--- src/logic/msd_pkg.sv ---
package msd_pkg;

  // ==========================================================================
  // Command codes, packet lengths and layout.
  // ==========================================================================
  localparam logic [31:0] CMD_ENC_SET   = 32'h736E6573;
  localparam logic [31:0] CMD_MOTOR_SET = 32'h746E6573;
  localparam logic [31:0] CMD_EXT_SET   = 32'h74736573;
  localparam logic [31:0] CMD_FB_SET    = 32'h73626673;

  localparam logic [5:0] LEN_ENC_SET   = 6'h36;  // 54 bytes.
  localparam logic [5:0] LEN_MOTOR_SET = 6'h0E;  // 14 bytes.
  localparam logic [5:0] LEN_EXT_SET   = 6'h2E;  // 46 bytes.
  localparam logic [5:0] LEN_FB_SET    = 6'h12;  // 18 bytes.
  localparam logic [5:0] LEN_NONE      = 6'h00;
  localparam logic [5:0] IDX_MAX       = 6'h3F;

  localparam logic [5:0] CODE_BYTES  = 6'h04;
  localparam logic [5:0] CSUM_BYTES  = 6'h02;
  localparam logic [5:0] STAGE_END   = 6'h1C;  // Fields live in bytes 4..27.
  localparam int         STAGE_WORDS = 6;
  localparam logic [1:0] ANS_LAST    = 2'h3;   // Answer is 4 bytes.

  // ==========================================================================
  // Field positions and codes.
  // ==========================================================================
  localparam int ENC_DIFF_BIT   = 0;   // 0x1
  localparam int ENC_PP_BIT     = 2;   // 0x4
  localparam int ENC_INDEX_BIT  = 4;   // 0x10
  localparam int ENC_REV_BIT    = 6;   // 0x40
  localparam int ENC_REV_HI_BIT = 8;   // 0x100
  localparam int FB_REVERSE_BIT = 0;   // 0x1
  localparam int FB_KIND_LSB    = 6;   // Field 0xC0.

  localparam logic [7:0] MOTOR_NONE      = 8'h00;
  localparam logic [7:0] MOTOR_DC        = 8'h01;
  localparam logic [7:0] MOTOR_DUAL_DC   = 8'h02;
  localparam logic [7:0] MOTOR_STEPPER   = 8'h03;
  localparam logic [7:0] MOTOR_TEST      = 8'h04;
  localparam logic [7:0] MOTOR_BRUSHLESS = 8'h05;
  localparam logic [7:0] DRV_DISCRETE    = 8'h01;
  localparam logic [7:0] DRV_INTEGRATED  = 8'h02;
  localparam logic [7:0] DRV_EXTERNAL    = 8'h03;
  localparam logic [7:0] FB_ENCODER      = 8'h01;
  localparam logic [7:0] FB_BACK_EMF     = 8'h04;
  localparam logic [7:0] FB_NONE         = 8'h05;
  localparam logic [7:0] FB_ENC_GEARED   = 8'h06;
  localparam logic [1:0] KIND_AUTO       = 2'h0;
  localparam logic [1:0] KIND_SINGLE     = 2'h1;
  localparam logic [1:0] KIND_DIFF       = 2'h2;

  // ==========================================================================
  // Reset values.
  // ==========================================================================
  localparam logic [7:0]  RST_MOTOR  = MOTOR_NONE;
  localparam logic [7:0]  RST_DRIVER = DRV_DISCRETE;
  localparam logic [7:0]  RST_FB     = FB_NONE;
  localparam logic [31:0] RST_WORD   = 32'h00000000;
  localparam logic [15:0] RST_SUM    = 16'h0000;

  typedef enum logic [1:0] {MSD_RX, MSD_CHECK, MSD_TX} msd_state_t;

endpackage : msd_pkg

--- src/logic/msd_sum_if.sv ---
`timescale 1ns/1ps
interface msd_sum_if;
  logic        clear;
  logic        add;
  logic [7:0]  data;
  logic [15:0] sum;
  modport src (output clear, output add, output data, input sum);
  modport acc (input clear, input add, input data, output sum);
endinterface : msd_sum_if

--- src/logic/msd_sum.sv ---
`timescale 1ns/1ps
module msd_sum
  import msd_pkg::*;
(
  input  wire logic clk,   // System clock.
  input  wire logic rst,   // Synchronous reset, active high.
  msd_sum_if.acc    port   // Clear, byte strobe and running sum.
);
  logic [15:0] sum;
  logic [15:0] next_sum;

  // ==========================================================================
  // Running 16-bit byte sum; clear has priority so a new frame starts clean.
  // ==========================================================================
  always_comb begin
    next_sum = sum;
    if (port.clear) begin
      next_sum = RST_SUM;
    end else if (port.add) begin
      next_sum = sum + {8'h00, port.data};
    end
  end

  always_ff @(posedge clk) begin
    if (rst) begin
      sum <= RST_SUM;
    end else begin
      sum <= next_sum;
    end
  end

  assign port.sum = sum;
endmodule : msd_sum

--- src/logic/msd_decoder.sv ---
// Behaviour
// - Encoder-settings request has code 0x736E6573 and is exactly 54 bytes.
// - It carries frequency, two voltages, current floats, then 32-bit counts per rev.
// - Encoder flag word bits: differential, push-pull, index, rev sensor, rev active high.
// - Encoder-settings write is deprecated, stores to nonvolatile memory, manufacturer only.
// - Motor-and-driver request has code 0x746E6573, 14 bytes, two type bytes.
// - Motor codes: none, DC, dual DC, stepper, test, brushless.
// - Driver codes: discrete default, integrated IC, external.
// - Valid motor-and-driver request updates both motor and driver type.
// - Extended request has code 0x74736573, 46 bytes, one 16-bit parameter.
// - Extended request is accepted and answered but changes nothing.
// - Feedback request has code 0x73626673, 18 bytes, with its listed fields.
// - Feedback source codes: encoder, back-EMF, none, geared encoder.
// - Feedback flags: bit 0 reverses count, bits 7:6 select encoder kind.
`timescale 1ns/1ps
module msd_decoder
  import msd_pkg::*;
(
  input  wire logic        clk,                    // System clock, 200 MHz.
  input  wire logic        rst,                    // Synchronous reset, active high.
  input  wire logic [7:0]  rx_data,                // Request byte.
  input  wire logic        rx_valid,               // Request byte present.
  input  wire logic        rx_last,                // Byte ends the packet.
  output logic             rx_ready,               // Decoder takes a byte.
  output logic [7:0]       tx_data,                // Answer byte.
  output logic             tx_valid,               // Answer byte present.
  input  wire logic        tx_ready,               // Host takes answer byte.
  output logic             frame_error,            // Pulse: request rejected.
  output logic             nv_store_req,           // Pulse: store encoder data.
  output logic [31:0]      max_freq_khz,           // Float bits.
  output logic [31:0]      supply_min_v,           // Float bits.
  output logic [31:0]      supply_max_v,           // Float bits.
  output logic [31:0]      max_current_ma,         // Float bits.
  output logic [31:0]      encoder_counts_per_rev, // Encoder counts per rev.
  output logic [31:0]      encoder_flag_word,      // Raw encoder flag word.
  output logic             diff_output_flag,       // 1 differential, 0 single.
  output logic             push_pull_flag,         // 1 push-pull, 0 open drain.
  output logic             index_channel_flag,     // Index channel present.
  output logic             rev_sensor_flag,        // Revolution sensor present.
  output logic             rev_active_high,        // Sensor active high.
  output logic [7:0]       motor_type,             // Motor type code.
  output logic [7:0]       driver_type_a,          // Driver type code.
  output logic [15:0]      legacy_counts_per_rev,  // Obsolete 16-bit count.
  output logic [31:0]      wide_counts_per_rev,    // 32-bit count.
  output logic [31:0]      encoder_resolution,     // Count in effect.
  output logic [7:0]       feedback_source,        // Feedback type code.
  output logic [7:0]       feedback_flag_byte,     // Raw feedback flags.
  output logic             reverse_count_dir,      // Reverse encoder count.
  output logic [1:0]       encoder_kind_field      // 0 auto, 1 single, 2 diff.
);

  // ==========================================================================
  // Frame state.
  // ==========================================================================
  msd_state_t             state, next_state;
  logic [5:0]             idx, next_idx;
  logic [31:0]            code, next_code;
  logic [STAGE_WORDS-1:0][31:0] stage, next_stage;
  logic [15:0]            crc, next_crc;
  logic                   len_ok, next_len_ok;
  logic [1:0]             ans_cnt, next_ans_cnt;
  logic [5:0]             cmd_len;
  logic                   fire;
  logic [5:0]             sidx;

  msd_sum_if sum_bus ();

  msd_sum u_sum (
    .clk  (clk),
    .rst  (rst),
    .port (sum_bus)
  );

  // Unknown codes give zero length, which no packet matches.
  always_comb begin
    case (code)
      CMD_ENC_SET:   cmd_len = LEN_ENC_SET;
      CMD_MOTOR_SET: cmd_len = LEN_MOTOR_SET;
      CMD_EXT_SET:   cmd_len = LEN_EXT_SET;
      CMD_FB_SET:    cmd_len = LEN_FB_SET;
      default:       cmd_len = LEN_NONE;
    endcase
  end

  assign fire = rx_valid && rx_ready;
  assign sidx = idx - CODE_BYTES;

  // Payload bytes between code and checksum feed the running sum.
  assign sum_bus.clear = (state == MSD_CHECK);
  assign sum_bus.add   = fire && (idx >= CODE_BYTES) && (cmd_len != LEN_NONE)
                         && (idx < cmd_len - CSUM_BYTES);
  assign sum_bus.data  = rx_data;

  // ==========================================================================
  // Receive, check and answer sequence.
  // ==========================================================================
  always_comb begin
    next_state   = state;
    next_idx     = idx;
    next_code    = code;
    next_stage   = stage;
    next_crc     = crc;
    next_len_ok  = len_ok;
    next_ans_cnt = ans_cnt;
    case (state)
      MSD_RX: begin
        if (fire) begin
          if (idx != IDX_MAX) begin
            next_idx = idx + 6'h01;
          end
          // Fields are little-endian; the code arrives as its ASCII letters.
          if (idx < CODE_BYTES) begin
            next_code[8*idx[1:0] +: 8] = rx_data;
          end else if (idx < STAGE_END) begin
            next_stage[sidx[4:2]][8*sidx[1:0] +: 8] = rx_data;
          end
          if (cmd_len != LEN_NONE && idx == cmd_len - CSUM_BYTES) begin
            next_crc[7:0] = rx_data;
          end
          if (cmd_len != LEN_NONE && idx == cmd_len - 6'h01) begin
            next_crc[15:8] = rx_data;
          end
          if (rx_last) begin
            // A frame longer than the index can count never matches.
            next_len_ok = (idx != IDX_MAX) && (idx + 6'h01 == cmd_len);
            next_state  = MSD_CHECK;
          end
        end
      end
      MSD_CHECK: begin
        next_idx     = 6'h00;
        next_ans_cnt = 2'h0;
        if (len_ok && crc == sum_bus.sum) begin
          next_state = MSD_TX;
        end else begin
          next_state = MSD_RX;
        end
      end
      MSD_TX: begin
        if (tx_ready) begin
          next_ans_cnt = ans_cnt + 2'h1;
          if (ans_cnt == ANS_LAST) begin
            next_state = MSD_RX;
          end
        end
      end
      default: begin
        next_state = MSD_RX;
      end
    endcase
  end

  always_ff @(posedge clk) begin
    if (rst) begin
      state   <= MSD_RX;
      idx     <= 6'h00;
      code    <= RST_WORD;
      stage   <= '0;
      crc     <= RST_SUM;
      len_ok  <= 1'b0;
      ans_cnt <= 2'h0;
    end else begin
      state   <= next_state;
      idx     <= next_idx;
      code    <= next_code;
      stage   <= next_stage;
      crc     <= next_crc;
      len_ok  <= next_len_ok;
      ans_cnt <= next_ans_cnt;
    end
  end

  // ==========================================================================
  // Settings and port registers; settings change only on an accepted packet.
  // ==========================================================================
  logic        accept;
  logic        next_rx_ready, next_tx_valid, next_frame_error, next_nv_store;
  logic [7:0]  next_tx_data;
  logic [31:0] next_freq, next_vmin, next_vmax, next_imax, next_ppr, next_eflags;
  logic [7:0]  next_motor, next_driver, next_fb_src, next_fb_flags;
  logic [15:0] next_legacy;
  logic [31:0] next_wide, next_res;

  assign accept = (state == MSD_CHECK) && (next_state == MSD_TX);

  always_comb begin
    next_rx_ready    = (next_state == MSD_RX);
    next_tx_valid    = (next_state == MSD_TX);
    next_tx_data     = next_code[8*next_ans_cnt +: 8];
    next_frame_error = (state == MSD_CHECK) && (next_state == MSD_RX);
    next_nv_store    = 1'b0;
    next_freq        = max_freq_khz;
    next_vmin        = supply_min_v;
    next_vmax        = supply_max_v;
    next_imax        = max_current_ma;
    next_ppr         = encoder_counts_per_rev;
    next_eflags      = encoder_flag_word;
    next_motor       = motor_type;
    next_driver      = driver_type_a;
    next_legacy      = legacy_counts_per_rev;
    next_wide        = wide_counts_per_rev;
    next_res         = encoder_resolution;
    next_fb_src      = feedback_source;
    next_fb_flags    = feedback_flag_byte;
    if (accept) begin
      case (code)
        CMD_ENC_SET: begin
          next_freq     = stage[0];
          next_vmin     = stage[1];
          next_vmax     = stage[2];
          next_imax     = stage[3];
          next_ppr      = stage[4];
          next_eflags   = stage[5];
          // Nonvolatile storage lives outside; this pulse asks for it.
          next_nv_store = 1'b1;
        end
        CMD_MOTOR_SET: begin
          // Codes are passed through unchecked; policing them is the host's job.
          next_motor  = stage[0][7:0];
          next_driver = stage[0][15:8];
        end
        CMD_FB_SET: begin
          next_legacy   = stage[0][15:0];
          next_fb_src   = stage[0][23:16];
          next_fb_flags = stage[0][31:24];
          next_wide     = stage[1];
          next_res      = (stage[0][15:0] != 16'h0000) ?
                          {16'h0000, stage[0][15:0]} : stage[1];
        end
        default: begin
          // The extended request only earns its answer.
          next_res = encoder_resolution;
        end
      endcase
    end
  end

  always_ff @(posedge clk) begin
    if (rst) begin
      rx_ready               <= 1'b0;
      tx_valid               <= 1'b0;
      tx_data                <= 8'h00;
      frame_error            <= 1'b0;
      nv_store_req           <= 1'b0;
      max_freq_khz           <= RST_WORD;
      supply_min_v           <= RST_WORD;
      supply_max_v           <= RST_WORD;
      max_current_ma         <= RST_WORD;
      encoder_counts_per_rev <= RST_WORD;
      encoder_flag_word      <= RST_WORD;
      motor_type             <= RST_MOTOR;
      driver_type_a          <= RST_DRIVER;
      legacy_counts_per_rev  <= RST_SUM;
      wide_counts_per_rev    <= RST_WORD;
      encoder_resolution     <= RST_WORD;
      feedback_source        <= RST_FB;
      feedback_flag_byte     <= 8'h00;
    end else begin
      rx_ready               <= next_rx_ready;
      tx_valid               <= next_tx_valid;
      tx_data                <= next_tx_data;
      frame_error            <= next_frame_error;
      nv_store_req           <= next_nv_store;
      max_freq_khz           <= next_freq;
      supply_min_v           <= next_vmin;
      supply_max_v           <= next_vmax;
      max_current_ma         <= next_imax;
      encoder_counts_per_rev <= next_ppr;
      encoder_flag_word      <= next_eflags;
      motor_type             <= next_motor;
      driver_type_a          <= next_driver;
      legacy_counts_per_rev  <= next_legacy;
      wide_counts_per_rev    <= next_wide;
      encoder_resolution     <= next_res;
      feedback_source        <= next_fb_src;
      feedback_flag_byte     <= next_fb_flags;
    end
  end

  // Decoded flags are plain bits of their registered words.
  always_ff @(posedge clk) begin
    if (rst) begin
      diff_output_flag   <= 1'b0;
      push_pull_flag     <= 1'b0;
      index_channel_flag <= 1'b0;
      rev_sensor_flag    <= 1'b0;
      rev_active_high    <= 1'b0;
      reverse_count_dir  <= 1'b0;
      encoder_kind_field <= KIND_AUTO;
    end else begin
      diff_output_flag   <= next_eflags[ENC_DIFF_BIT];
      push_pull_flag     <= next_eflags[ENC_PP_BIT];
      index_channel_flag <= next_eflags[ENC_INDEX_BIT];
      rev_sensor_flag    <= next_eflags[ENC_REV_BIT];
      rev_active_high    <= next_eflags[ENC_REV_HI_BIT];
      reverse_count_dir  <= next_fb_flags[FB_REVERSE_BIT];
      encoder_kind_field <= next_fb_flags[FB_KIND_LSB +: 2];
    end
  end

endmodule : msd_decoder

--- config.mk ---
export PLATFORM = sky130hd
export DESIGN_NAME = msd_decoder
export DESIGN_NICKNAME = d
export VERILOG_FILES = /design/src/logic/msd_pkg.sv /design/src/logic/msd_sum_if.sv /design/src/logic/msd_sum.sv /design/src/logic/msd_decoder.sv
export SDC_FILE = /design/constraint.sdc
export NUM_CORES = 1
export LEC_CHECK = 0
export BUFFER_PORTS_ARGS = -buffer_cell sky130_fd_sc_hd__buf_2
export CAP_MARGIN = 0
export CORE_UTILIZATION = 58
export DETAILED_ROUTE_END_ITERATION = 7
export PLACE_DENSITY_LB_ADDON = 0.08
export SYNTH_ARGS = -nofsm -noshare
export SYNTH_HDL_FRONTEND = slang
export SYNTH_SLANG_ARGS = --single-unit
--- constraint.sdc ---
create_clock -name clk -period 4.25 [get_ports clk]
set_clock_uncertainty 0.05 [all_clocks]
set_input_delay 1.275 -clock clk [delete_from_list [all_inputs] [get_ports clk]]
set_output_delay 1.275 -clock clk [all_outputs]
set_load 0.01 [all_outputs]
==> flow_metrics.tcl <==
set metrics [dict create \
    syn_area_um2 25000 \
    path_common_cell "o211ai_1" \
    synth_warnings 0 \
    grt_pass1_wl_mm 106 \
    globalRouteMet2Util_pct 50.6 \
    fin_tns_setup_ps 0 \
    fin_crit_ps 3610 \
    drc 0 \
    cp_slowest_cell "or4_1" \
    finalWeightedCongestion 0.888 \
    synthAdderAreaFrac_pct 1.38 \
    pwr_density_cell_nw_per_um2 395 \
    startpoint_type "flop" \
    finalCritPeriodShare_pct 84.9 \
    use_met1_pct 40.8 \
    synthTopCellsByArea "dfxtp_1 (47%), mux2i_1 (17%), nand2b_1 (12%)" \
    fp.dieH_um 210 \
    path_cells "nor4b_1, nand2_1, a21oi_2, and2_1, ha_1, a211o_1, o211ai_1, o2111a_1, o211ai_1, or4_1, a21oi_1" \
    cts_made_buffers 58 \
    overflow 0 \
    pwr-share-comb_pct 3.4 \
    start_util_pct 59.3 \
    p_switching_mw 2.44 \
    hpwl_mm 48.1 \
    ys_seq_elements 583 \
    antenna_found_initial 0 \
    cts_root_buffer "clkbuf_16" \
    htreeDepth 2 \
    io_pins 337 \
    synth.most_common_cell "dfxtp_1" \
    cts.path.max_buffers 3 \
    portBuffers 336 \
    final_max_slew_viol_count 0 \
    drive_gt1_share_pct 17.8 \
    wirelength_mm 70.0 \
    clkPwrFrac_pct 49.0 \
    fin_cells 3469 \
    max_freq_mhz 277 \
    viasPerCell 5.66 \
    status "finished, final reports clean" \
    clkLatencyLatePin_ps 620 \
    syn_area_per_cell_um2 9.48 \
    first_global_vias 18600 \
    clkSinkCount 583 \
    grt_use_total_pct 31.1 \
    drt_iter0_markers 1539 \
    vias 19600 \
    hold_path_class "flop to flop" \
    postCtsSetupRepairBufs 0 \
    cts.reportedPaths.clkPinSlew_ps 60 \
    rows 75 \
    synthXorXnorAreaFrac_pct 0.910 \
    switching_share_pct 21.2 \
    synth_top_family_by_area "simple AND/OR/NAND/NOR gates" \
    yosys.area_share.simple_pct 22.6 \
    ys_seq_area_share_pct 46.6 \
    drt-pass1-iter-count 6 \
    cts-resized-gates 0 \
    seq_power_share_pct 47.6 \
    grt_util_met3_pct 5.61 \
    wl_per_cell_um 20.2 \
    dp.cells 3362 \
    core_um2 42200 \
    die_area_um2 44000 \
    setup.worst_path.end_class "flop" \
    synth_top_area_cell "dfxtp_1" \
    cts_tree "built" \
    drv_cap 0 \
    startpoint "code[16]" \
    antenna-diode-count 0 \
    synth.area.mux_share_pct 17.3 \
    synth_compound_area_share_pct 6.96 \
    criticalPathCategory "flop to flop" \
    crit_required_ps 4750 \
    top_usage_layer "met2" \
    p_int_mw 9.07 \
    synthFlopType "dfxtp_1" \
    ys_types 67 \
    syn_to_final_growth_pct 16.6 \
    r2r-start "code[16]" \
    die_x_um 210 \
    synth_nets 2680 \
    vdd_drop_max_uv 341 \
    leakage_nw 11.9 \
    worst_path_largest_cell_delay_ps 600 \
    finalSetupViolations 0 \
    synth_edf_count 0 \
    holdCritStartpoint "stage[106]" \
    syn_inst 2640 \
    ant_nets 0 \
    grt_setup_unrepaired "no" \
    cts_hold_buffers 0 \
    final-hold-violation-count 0 \
    nNetsFinal 2923 \
    synthTopCellsByCount "dfxtp_1 (583), nand2b_1 (464), mux2i_1 (432)" \
    cp_max_fo 10 \
    yosys.area.top_type_share_pct 46.6 \
    postSynth.asyncResetShare_pct 0 \
    grt_max_degree 157 \
    arrival_ps 4100 \
    tightestPinTransition_ps 990 \
    relSlewSlack_pct 33.9 \
]
==> power groups by stage <==
stage          Clock, mW  Sequential, mW  Combinational [mW]
5_1_grt             5.94            5.48               0.413
4_1_cts             5.71            5.48               0.384
6_report            5.64            5.48               0.393
2_1_floorplan          0            5.60               0.245
3_5_place_dp           0            5.60               0.383
3_3_place_gp           0            5.60               0.377
==> logic make-up (layout without fill, tap and decap cells) <==
kind of cell    Yosys count  count (layout)
compound gates          297             297
flops                   583             583
fa+ha+maj                27              27
buf+inv                 232             522
mux                     432             432
simple gates           1043            1043
xor+xnor                 26              26
==> cell usage in the layout, fill, tap and decap left out, types with 5 or more instances in the layout <==
cell / Yosys / layout
clkbuf_8: 0 / 12
nor3_1: 8 / 7
bufinv_16: 0 / 11
clkbuf_16: 0 / 60
clkbuf_1: 162 / 9
nand4_1: 12 / 12
xnor2_1: 18 / 18
nor4_1: 6 / 5
nand2b_1: 464 / 464
clkinv_2: 0 / 12
o21ai_0: 44 / 44
buf_2: 11 / 335
nor2_1: 180 / 179
xor2_1: 8 / 8
nor2b_1: 11 / 11
mux2i_1: 432 / 432
a211oi_1: 17 / 17
buf_4: 27 / 49
and3_1: 8 / 8
nand3_1: 88 / 88
nor3b_1: 5 / 5
nor2_2: 5 / 6
dfxtp_1: 583 / 583
buf_12: 0 / 12
a31oi_1: 18 / 17
nand2_1: 165 / 165
inv_1: 18 / 18
ha_1: 26 / 26
a21oi_1: 163 / 163
or4_1: 23 / 22
o31ai_1: 22 / 22
and2_1: 41 / 41
==> cell type report <==
class | instances | area [µm²]
inverters | 18 | 67.6
flip-flops and latches | 583 | 11700
clock buffers | 81 | 1700
repair buffers | 397 | 2300
clock inverters | 26 | 437
multi-input cells | 1825 | 12300
fillers | 3396 | 13100
well taps | 539 | 674
==> worst paths after layout <==
check	cells past startpoint	slack, ps	end
worst max-delay path	11	640	u_sum.port.sum[14]
worst min-delay path	2	410	stage[106]
worst max register to register	11	640	u_sum.port.sum[14]
worst min register to register	2	410	stage[106]
==> metal layers <==
| layer | routed length, µm | vias up | share of wire, % |
|---|---|---|---|
| met3 | 4630 | 127 | 6.6 |
| met2 | 32700 | 673 | 47 |
| li1 | - | 9417 | - |
| met5 | 0 | - | 0 |
| met4 | 2520 | 0 | 3.6 |
| met1 | 30100 | 9421 | 43 |
==> stage by stage <==
| step | area (µm²) | total power, mW | utilization (%) | hold slack, ps | setup slack (ps) |
|---|---|---|---|---|---|
| 6_report | 29200 | 11.5 | 69.1 | 411 | 643 |
| 5_1_grt | 29200 | 11.8 | 69.1 | 428 | 440 |
| 4_1_cts | 29200 | 11.6 | 69.1 | 410 | 697 |
| 3_5_place_dp | 27000 | 5.98 | 64.0 | 402 | 487 |
| 3_3_place_gp | 27000 | 5.98 | 64.0 | 395 | 547 |
| 2_1_floorplan | 25000 | 5.85 | - | 387 | 1010 |
==> registers in the layout, indices dropped and copies added (netlist names), 16 cells and up <==
| signal | count |
|---|---|
| code | 32 |
| crc | 16 |
| encoder_counts_per_rev | 32 |
| encoder_flag_word | 32 |
| encoder_resolution | 32 |
| legacy_counts_per_rev | 16 |
| max_current_ma | 32 |
| max_freq_khz | 32 |
| stage | 192 |
| supply_max_v | 32 |
| supply_min_v | 32 |
| u_sum.port.sum | 16 |
| wide_counts_per_rev | 32 |
==> worst max-delay path, delay by kind of cell, from the launching register on <==
family	cells	cell delay (ps)
flops	1	340
simple gates	4	1360
fa+ha+maj	1	240
compound gates	6	1540
Note: power is estimated with default switching activity, not from simulation.
